$ cat config.mk
export PLATFORM = sky130hd
export DESIGN_NAME = tocc_top
export DESIGN_NICKNAME = d
export VERILOG_FILES = /design/src/rtl/tocc_pkg.sv /design/src/rtl/tocc_channel.sv /design/src/rtl/tocc_top.sv
export SDC_FILE = /design/constraint.sdc
export NUM_CORES = 1
export LEC_CHECK = 0
export ABC_AREA = 1
export BUFFER_PORTS_ARGS = -buffer_cell sky130_fd_sc_hd__buf_4
export CAP_MARGIN = 20
export CORE_ASPECT_RATIO = 1.2
export CORE_UTILIZATION = 50
export CTS_CLUSTER_SIZE = 12
export DETAILED_ROUTE_END_ITERATION = 7
export PLACE_DENSITY = 0.78
export RECOVER_POWER = 50
export SYNTH_ARGS = -nofsm -noshare
export SYNTH_HDL_FRONTEND = slang
export SYNTH_SLANG_ARGS = --single-unit
$ cat constraint.sdc
create_clock -name clk_i -period 4.4 [get_ports clk_i]
set_clock_uncertainty 0.15 [all_clocks]
set_input_delay 0.22 -clock clk_i [delete_from_list [all_inputs] [get_ports clk_i]]
set_output_delay 0.22 -clock clk_i [all_outputs]
set_load 0.005 [all_outputs]
$ cat src/rtl/tocc_pkg.sv
package tocc_pkg;
  // ----------------------------------------------------------------------
  // Register map
  // ----------------------------------------------------------------------
  localparam logic [7:0] TOCC_CH_A_CONTROL_OFFS = 8'h53;
  localparam logic [7:0] TOCC_CH_B_CONTROL_OFFS = 8'h54;
  localparam logic [7:0] TOCC_CH_A_CODE_OFFS = 8'h5b;
  localparam logic [7:0] TOCC_CH_B_CODE_OFFS = 8'h5c;
  localparam logic [7:0] TOCC_CH_A_UPPER_OFFS = 8'h63;
  localparam logic [7:0] TOCC_CH_B_UPPER_OFFS = 8'h64;
  localparam logic [7:0] TOCC_CH_A_LOWER_OFFS = 8'h6b;
  localparam logic [7:0] TOCC_CH_B_LOWER_OFFS = 8'h6c;
  localparam logic [7:0] TOCC_CH_A_STATUS_OFFS = 8'h70;
  localparam logic [7:0] TOCC_CH_B_STATUS_OFFS = 8'h71;
  // ----------------------------------------------------------------------
  // Fields and reset values
  // ----------------------------------------------------------------------
  localparam int TOCC_ENABLE_BIT = 2;
  localparam int TOCC_CENTRE_MSB = 1;
  localparam logic [7:0] TOCC_CONTROL_MASK = 8'h07;
  localparam logic [7:0] TOCC_CONTROL_RESET = 8'h00;
  localparam logic [7:0] TOCC_CODE_RESET = 8'h7f;
  localparam logic [7:0] TOCC_UPPER_RESET = 8'hff;
  localparam logic [7:0] TOCC_LOWER_RESET = 8'h00;
  localparam logic [7:0] TOCC_MIDCODE = 8'h7f;
  localparam int TOCC_ST_ACTIVE_BIT = 0;
  localparam int TOCC_ST_FAULT_BIT = 1;
  localparam int TOCC_ST_CLAMP_BIT = 2;
  // Centre levels: 00 -> 1.25 V, 01 -> 1.0 V, 10 -> 0.8 V, 11 -> 0.6 V.
  typedef enum logic [1:0] {
    TOCC_CENTRE_1V25,
    TOCC_CENTRE_1V00,
    TOCC_CENTRE_0V80,
    TOCC_CENTRE_0V60
  } tocc_centre_type;
endpackage

$ cat src/rtl/tocc_channel.sv
`timescale 1ns/10ps
`default_nettype none
module tocc_channel
  import tocc_pkg::*;
(
  input wire logic clk_i, // Clock.
  input wire logic rst_i, // Asynchronous reset, active high.
  input wire logic [7:0] control_i, // Control register.
  input wire logic [7:0] code_i, // Programmed output code.
  input wire logic [7:0] upper_i, // Upper limit code.
  input wire logic [7:0] lower_i, // Lower limit code.
  output logic active_o, // Trim output active.
  output logic fault_o, // Lower limit above upper limit.
  output logic clamped_o, // Code was clamped.
  output logic [7:0] code_o, // Effective output code.
  output logic [1:0] centre_o // Centre level select.
);
  logic fault_next;
  logic [7:0] eff_next;

  assign fault_next = lower_i > upper_i;

  always_comb begin
    if (code_i > upper_i) begin
      eff_next = upper_i;
    end else if (code_i < lower_i) begin
      eff_next = lower_i;
    end else begin
      eff_next = code_i;
    end
  end

  always_ff @(posedge clk_i or posedge rst_i) begin
    if (rst_i) begin
      active_o <= 1'b0;
      fault_o <= 1'b0;
      clamped_o <= 1'b0;
      code_o <= TOCC_CODE_RESET;
      centre_o <= 2'h0;
    end else begin
      active_o <= control_i[TOCC_ENABLE_BIT] && !fault_next;
      fault_o <= fault_next;
      clamped_o <= eff_next != code_i;
      code_o <= eff_next;
      centre_o <= control_i[TOCC_CENTRE_MSB:0];
    end
  end
endmodule
`default_nettype wire

$ cat src/rtl/tocc_top.sv
// How it works
// - Control bit 2 enables the channel's trim output.
// - Control bits 1:0 pick centre level 1.25, 1.0, 0.8 or 0.6 V.
// - Each channel has a read/write 8-bit code; 0x7f is the centre.
// - A code above the upper limit is clamped to the upper limit.
// - A code below the lower limit and not above the upper limit is clamped to the lower limit.
// - Lower limit above upper limit keeps the channel output off.
`timescale 1ns/10ps
`default_nettype none
module tocc_top
  import tocc_pkg::*;
(
  input wire logic clk_i, // Clock, 250 MHz.
  input wire logic rst_i, // Asynchronous reset, active high.
  input wire logic [7:0] addr_i, // Register address.
  input wire logic [7:0] wdata_i, // Write data.
  input wire logic wr_i, // Write strobe.
  input wire logic rd_i, // Read strobe.
  output logic [7:0] rdata_o, // Read data, one cycle after the strobe.
  output logic [1:0] trim_output_enable_o, // Per channel output active.
  output logic [1:0] limit_fault_o, // Per channel limit fault.
  output logic [7:0] ch_a_output_code_bits_o, // Channel A effective code.
  output logic [7:0] ch_b_output_code_bits_o, // Channel B effective code.
  output logic [1:0] ch_a_centre_level_select_o, // Channel A centre level.
  output logic [1:0] ch_b_centre_level_select_o // Channel B centre level.
);
  // ----------------------------------------------------------------------
  // Register file
  // ----------------------------------------------------------------------
  logic [7:0] control_reg [2];
  logic [7:0] code_reg [2];
  logic [7:0] upper_reg [2];
  logic [7:0] lower_reg [2];
  logic [1:0] active;
  logic [1:0] fault;
  logic [1:0] clamped;
  logic [7:0] eff_code [2];
  logic [1:0] centre [2];
  logic [7:0] rdata_next;

  // Builds the status byte of one channel, each flag at its own bit position.
  function automatic logic [7:0] status_byte(
    input logic act,
    input logic flt,
    input logic clp
  );
    status_byte = 8'h00;
    status_byte[TOCC_ST_ACTIVE_BIT] = act;
    status_byte[TOCC_ST_FAULT_BIT] = flt;
    status_byte[TOCC_ST_CLAMP_BIT] = clp;
  endfunction

  always_ff @(posedge clk_i or posedge rst_i) begin
    if (rst_i) begin
      for (int i = 0; i < 2; i++) begin
        control_reg[i] <= TOCC_CONTROL_RESET;
      end
    end else if (wr_i) begin
      if (addr_i == TOCC_CH_A_CONTROL_OFFS) begin
        control_reg[0] <= wdata_i & TOCC_CONTROL_MASK;
      end
      if (addr_i == TOCC_CH_B_CONTROL_OFFS) begin
        control_reg[1] <= wdata_i & TOCC_CONTROL_MASK;
      end
    end
  end

  always_ff @(posedge clk_i or posedge rst_i) begin
    if (rst_i) begin
      for (int i = 0; i < 2; i++) begin
        code_reg[i] <= TOCC_CODE_RESET;
        upper_reg[i] <= TOCC_UPPER_RESET;
        lower_reg[i] <= TOCC_LOWER_RESET;
      end
    end else if (wr_i) begin
      case (addr_i)
        TOCC_CH_A_CODE_OFFS: code_reg[0] <= wdata_i;
        TOCC_CH_B_CODE_OFFS: code_reg[1] <= wdata_i;
        TOCC_CH_A_UPPER_OFFS: upper_reg[0] <= wdata_i;
        TOCC_CH_B_UPPER_OFFS: upper_reg[1] <= wdata_i;
        TOCC_CH_A_LOWER_OFFS: lower_reg[0] <= wdata_i;
        TOCC_CH_B_LOWER_OFFS: lower_reg[1] <= wdata_i;
        default: begin
        end
      endcase
    end
  end

  // ----------------------------------------------------------------------
  // Read path
  // ----------------------------------------------------------------------
  always_comb begin
    case (addr_i)
      TOCC_CH_A_CONTROL_OFFS: rdata_next = control_reg[0];
      TOCC_CH_B_CONTROL_OFFS: rdata_next = control_reg[1];
      TOCC_CH_A_CODE_OFFS: rdata_next = code_reg[0];
      TOCC_CH_B_CODE_OFFS: rdata_next = code_reg[1];
      TOCC_CH_A_UPPER_OFFS: rdata_next = upper_reg[0];
      TOCC_CH_B_UPPER_OFFS: rdata_next = upper_reg[1];
      TOCC_CH_A_LOWER_OFFS: rdata_next = lower_reg[0];
      TOCC_CH_B_LOWER_OFFS: rdata_next = lower_reg[1];
      TOCC_CH_A_STATUS_OFFS: rdata_next = status_byte(active[0], fault[0], clamped[0]);
      TOCC_CH_B_STATUS_OFFS: rdata_next = status_byte(active[1], fault[1], clamped[1]);
      default: rdata_next = 8'h00;
    endcase
  end

  // Read data stand for one cycle only, so a stale answer is never taken for a new one.
  always_ff @(posedge clk_i or posedge rst_i) begin
    if (rst_i) begin
      rdata_o <= 8'h00;
    end else if (rd_i) begin
      rdata_o <= rdata_next;
    end else begin
      rdata_o <= 8'h00;
    end
  end

  // ----------------------------------------------------------------------
  // Channels
  // ----------------------------------------------------------------------
  for (genvar g = 0; g < 2; g++) begin : gen_ch
    tocc_channel u_ch (
      .clk_i(clk_i),
      .rst_i(rst_i),
      .control_i(control_reg[g]),
      .code_i(code_reg[g]),
      .upper_i(upper_reg[g]),
      .lower_i(lower_reg[g]),
      .active_o(active[g]),
      .fault_o(fault[g]),
      .clamped_o(clamped[g]),
      .code_o(eff_code[g]),
      .centre_o(centre[g])
    );
  end

  // ----------------------------------------------------------------------
  // Outputs
  // ----------------------------------------------------------------------
  assign trim_output_enable_o = active;
  assign limit_fault_o = fault;
  assign ch_a_output_code_bits_o = eff_code[0];
  assign ch_b_output_code_bits_o = eff_code[1];
  assign ch_a_centre_level_select_o = centre[0];
  assign ch_b_centre_level_select_o = centre[1];
endmodule
`default_nettype wire

* Word level (Yosys, flattened, before mapping) *
Cells that the tools add are included.

word-level totals
  register bits after elaboration = 88
  logic and storage cells = 55
  output and inout bits = 32

operators by class
  eq/ne operators = 12
  $lt $le $gt $ge = 6
  reduce and logical (&&, ||, !) cells = 12
  muxes and demuxes = 6

operators with widths
  operator              number
  $eq A8 B7 Y1 const B  10
  $pmux W8 S10          1
  $mux W8               5
  $gt A8 B8 Y1          4
  $lt A8 B8 Y1          2
  $ne A8 B8 Y1          2
  $reduce_and A2 Y1     8
  $logic_and A1 B1 Y1   2
  $logic_not A1 Y1      2

* Depth between registers and ports, before layout *
  word-level depth = 4
  depth in mapped cells = 18

* By module *
From an unflattened synthesis, not the netlist that was laid out.

unflattened totals
  cells, all modules = 723
  area, all modules = 6,000.8 µm²

by module, submodules not included
  module                         area each (µm²)  sequential area each (µm²)  times used  cells each
  tocc_top                       3,148.0          1,589.0                     1           302
  tocc_channel (gen_ch[0].u_ch)  1,427.6          334.1                       1           210
  tocc_channel (gen_ch[1].u_ch)  1,425.1          334.1                       1           211

* Worst setup path before layout *
OpenSTA, ideal clock, no wires.

  path type = reg-to-reg
  start point = register upper_reg[3] (netlist name)
  end point = register gen_ch[1].u_ch.clamped_o
  data arrival time = 1.873 ns
  slack = 2.259 ns
  stages on the path, launching flop included = 17
  required time = 4.131 ns
  path through = dfstp_2 > inv_1 > ha_1 > nand2_1 > o21ai_0 > nand2_1 > nand2_1 > nand2_1 > inv_1 > buf_4 > nand2_1 > nand2_2 > nand2_1 > nand2_1 > nand2_1 > nor2_1 > nand2_1

on the way
  longest elaborated chain between the ends = 3

RTL lines
  what                                  line                source
  from (decl)                           tocc_top.sv:32      logic [7:0] upper_reg [2];
  $gt A8 B8 Y1                          tocc_channel.sv:24  if (code_i > upper_i) begin
  $mux W8                               tocc_channel.sv:24
  named net gen_ch[1].u_ch.eff_next[7]  tocc_channel.sv:19  logic [7:0] eff_next;
  $ne A8 B8 Y1                          tocc_channel.sv:43  clamped_o <= eff_next != code_i;
  to (signal assigned)                  tocc_channel.sv:43
  to (decl)                             tocc_channel.sv:14  output logic clamped_o,

The timed path passes the listed nets, and every way through them passes these cells.
A chain may end at the register's enable or synchronous reset.

* Worst setup path after layout *
  start point = register upper_reg[5] (netlist name)
  end point = register gen_ch[1].u_ch.clamped_o

on the way
  longest elaborated chain between the ends = 3

RTL lines
  what                                  line
  $gt A8 B8 Y1                          tocc_channel.sv:24
  $mux W8 *                             tocc_channel.sv:24
  named net gen_ch[1].u_ch.eff_next[5]  tocc_channel.sv:19
  $ne A8 B8 Y1 *                        tocc_channel.sv:43

The timed path passes the listed nets; every way through them passes the cells marked *.

==> results_tabular.tex <==
\begin{tabular}{lr}
\hline
Metric & Value \\
\hline
\multicolumn{2}{l}{\textbf{Synthesis}} \\
Post-synthesis instance area & $\sim$5400 µm² \\
Top cells by area, synth & sky130\_fd\_sc\_hd\_\_dfstp\_2, sky130\_fd\_sc\_hd\_\_dfrtp\_1, sky130\_fd\_sc\_hd\_\_nand2\_1 \\
Yosys warning total & 0 \\
Fraction of synthesized cell area taken by the top area cell type & 21.6\% \\
Number of distinct library cells after synthesis & 29 \\
Biggest area consumer among synthesized cells & sky130\_fd\_sc\_hd\_\_dfstp\_2 \\
Synthesized area divided by synthesized cell count & between 7 and 8 µm² \\
Syn\_nets & 740 \\
Proportion of synthesized chip area in sequential cells & 42.2\% \\
Seq cells post-synth & 88 \\
Cells after Synth & just under 700 \\
\multicolumn{2}{l}{\textbf{STA}} \\
Final setup vio count & 0 \\
Transition time at the pin with the least slew margin & 885 ps \\
Max Slew Vio Count & 0 \\
RSZ-0062 raised after global routing & false \\
Final period util & between 60\% and 70\% \\
Worst slack on hold paths & approximately 11 ps \\
Timing-limited maximum frequency & 355 MHz \\
Final hold violations & 0 \\
Worst relative slew slack & 40.7\% \\
Sum of negative setup slack & 0 ps \\
Min Clock Period, post-route & about 2800 ps \\
\multicolumn{2}{l}{\textbf{Placed design}} \\
Port-buffer cells & roughly 50 \\
Half-perimeter wire length of the detailed placement result & 10400 µm \\
Global placement routability congestion & between 0.9 and 1 \\
Dpl cell area & 5810 µm² \\
\multicolumn{2}{l}{\textbf{Clock network}} \\
\# resized after CTS & 0 \\
Post CTS Setup Buffer Count & 0 \\
Clock insertion delay at the later pin of the skew report & about 340 ps \\
Hold-fix buffers, CTS & 6 \\
Largest buffer count on any clock path & 2 \\
CTS root buf & sky130\_fd\_sc\_hd\_\_clkbuf\_16 \\
Clock sink count & slightly below 90 \\
H-tree depth reported by CTS & 3 \\
Number of CTS-inserted buffers & 9 \\
CTS tree & yes \\
Clock slew seen by the registers of the worst setup and hold paths & about 60 ps \\
\multicolumn{2}{l}{\textbf{Cells and area}} \\
Post-route cell area & roughly 6100 µm² \\
Layout overhead on the synthesized area & 14.3\% \\
Count of antenna diodes in the layout & 0 \\
Share of post-route cells with drive strength above 1 & 17.8\% \\
Final net count & between 700 and 800 \\
\multicolumn{2}{l}{\textbf{Setup path}} \\
Element type at the critical path end & flip-flop \\
Critical path fanouts, max & 12 \\
Worst setup path category & flip-flop to flip-flop \\
Critical path startpoint category & flip-flop \\
Cell count of the worst reg-to-reg path & 15 \\
Worst path required time & $\sim$4500 ps \\
Data arrival, critical path & 2900 ps \\
\multicolumn{2}{l}{\textbf{Global routing}} \\
Initial antenna violation count & 0 \\
Via count of the first global-routing pass & approximately 4.6k \\
Pin count of the biggest net entering global routing & roughly 60 \\
GRT Overall Usage & a little over a quarter \\
Wire length of the first global-routing pass & $\sim$22000 µm \\
Leftover overflow at the end of global routing & 0 \\
\multicolumn{2}{l}{\textbf{Floorplanning}} \\
Initial standard-cell utilization of the core & 51.1\% \\
Vertical die dimension & about 120 µm \\
I/O pin count & 52 \\
DIE AREA & between 10000 and 15000 µm² \\
Number of standard-cell rows in the floorplan & about 40 \\
X dimension of the die & 96.4 µm \\
Area inside the core boundary & around 10000 µm² \\
\multicolumn{2}{l}{\textbf{Detailed routing}} \\
Antenna viol nets, final & 0 \\
Average wire per cell in the routed design & around 16 µm \\
Iteration count of the initial detailed-routing pass & 5 \\
Avg Vias per Cell & about 5.5 \\
Starting DRC count in detailed routing & approximately 300 \\
Via count & roughly 4.8k \\
Routed wire length & roughly 13000 µm \\
DRC errors left & 0 \\
\multicolumn{2}{l}{\textbf{Hold path}} \\
Hold Crit Depth & 3 \\
Class of the worst hold path & input port to flip-flop \\
\multicolumn{2}{l}{\textbf{Outcome}} \\
Result of the run & complete, no violations \\
\multicolumn{2}{l}{\textbf{Pwr}} \\
Leak pwr & 0.00307 µW \\
Power Dens Cells & between 400 and 500 nW/µm² \\
Worst supply voltage drop on vdd & 0.234 mV \\
\multicolumn{2}{l}{\textbf{Flow run}} \\
Max capacitance violation total & 0 \\
\hline
\end{tabular}
## layout by cell type, fill, tap and decap left out
cell and instances:
sky130_fd_sc_hd__a211oi_1 2, sky130_fd_sc_hd__a21oi_1 19, sky130_fd_sc_hd__a21oi_2 1, sky130_fd_sc_hd__buf_12 1, sky130_fd_sc_hd__buf_4 17, sky130_fd_sc_hd__clkbuf_1 7, sky130_fd_sc_hd__clkbuf_16 9, sky130_fd_sc_hd__clkbuf_4 29
sky130_fd_sc_hd__clkbuf_8 3, sky130_fd_sc_hd__clkinv_2 3, sky130_fd_sc_hd__clkinvlp_2 1, sky130_fd_sc_hd__dfrtp_1 44, sky130_fd_sc_hd__dfstp_2 44, sky130_fd_sc_hd__dlygate4sd3_1 6, sky130_fd_sc_hd__ha_1 46, sky130_fd_sc_hd__inv_1 90
sky130_fd_sc_hd__inv_2 2, sky130_fd_sc_hd__nand2_1 195, sky130_fd_sc_hd__nand2_2 8, sky130_fd_sc_hd__nand2_4 4, sky130_fd_sc_hd__nand3_1 54, sky130_fd_sc_hd__nand3_2 4, sky130_fd_sc_hd__nand4_1 3, sky130_fd_sc_hd__nor2_1 35
sky130_fd_sc_hd__nor2_4 3, sky130_fd_sc_hd__nor3_1 11, sky130_fd_sc_hd__nor3_4 1, sky130_fd_sc_hd__nor4_1 1, sky130_fd_sc_hd__o2111ai_1 2, sky130_fd_sc_hd__o211ai_1 1, sky130_fd_sc_hd__o21a_1 6, sky130_fd_sc_hd__o21ai_0 55
sky130_fd_sc_hd__o21ai_2 1, sky130_fd_sc_hd__o22ai_1 27
## worst paths after layout
| check | startpoint | to | slack, ps |
|---|---|---|---|
| worst max register to register | upper_reg[5] | gen_ch[1].u_ch.clamped_o | 1580 |
| worst min-delay path | wdata_i[0] | lower_reg[8] | 10 |
| worst min register to register | control_reg[9] | gen_ch[0].u_ch.centre_o[1] | 230 |
| worst max-delay path | upper_reg[5] | gen_ch[1].u_ch.clamped_o | 1580 |
| max in group asynchronous | rst_i | upper_reg[8] | 2690 |
| min in group asynchronous | rst_i | rdata_o[3] | 330 |
## cell families after synthesis
| kind of cell | share of synthesized area (%) |
|---|---|
| compound gates | 12.0 |
| fa+ha+maj | 10.8 |
| buf+inv | 8.32 |
| flops | 42.2 |
| simple gates | 26.7 |
## metal layers
metal | routed length, µm | track usage [%] | up-vias
li1 | - | - | 2328
met1 | 5690 | 34.1 | 2273
met2 | 6700 | 44.0 | 148
met3 | 605 | 3.31 | 34
met4 | 456 | 13.0 | 0
met5 | 0 | 0 | -
## cell usage after synthesis (all sizes together)
master,count
nor3,12
o211ai,1
inv,93
dfrtp,44
o21ai,56
nand3,58
nand2,207
dfstp,44
o22ai,27
nor2,38
nor4,1
clkbuf,2
ha,46
a21oi,20
a211oi,2
nand4,3
o2111ai,2
buf,12
o21a,6
## area by class of cell
class	count	area, µm²
inverter	93	350
timing repair buffer	59	448
sequential	88	2260
fill	975	4350
clock buffer	13	270
tap	129	161
clock inverter	3	15.0
multi-input combinational	479	2620
## per-stage QoR
stage               std cells  power, µW  worst slack [ps]  utilization (%)
global route              864       2620              1230             58.5
floorplan                 674       1510              1820                -
global placement          841       1710              1620             55.5
detailed placement        841       1740              1570             55.5
finish                    864       2450              1580             58.5
CTS                       863       2480              1530             58.8
## critical path, cell delays in order, from the launching register on
cell                      delay (ps)
sky130_fd_sc_hd__dfstp_2         550
sky130_fd_sc_hd__inv_1            90
sky130_fd_sc_hd__ha_1            320
sky130_fd_sc_hd__nand2_1          70
sky130_fd_sc_hd__nor2_1          160
sky130_fd_sc_hd__nand2_1          70
sky130_fd_sc_hd__nand2_1          50
sky130_fd_sc_hd__nand2_1         290
sky130_fd_sc_hd__inv_1           380
sky130_fd_sc_hd__nand2_1         150
sky130_fd_sc_hd__nand2_2         100
sky130_fd_sc_hd__nand2_1          50
sky130_fd_sc_hd__nand2_1          50
sky130_fd_sc_hd__nand2_1          60
sky130_fd_sc_hd__nor2_1          100
sky130_fd_sc_hd__nand2_1          50
## where the power goes
| part | switching (µW) | total, µW | internal [µW] | leakage, µW |
|---|---|---|---|---|
| clock network | 302 | 728 | 426 | 0.000145 |
| logic | 447 | 715 | 268 | 0.00194 |
| registers | 57.7 | 1010 | 954 | 0.000984 |
| total | 807 | 2450 | 1650 | 0.00307 |
Note: power is estimated with default switching activity, not from simulation.
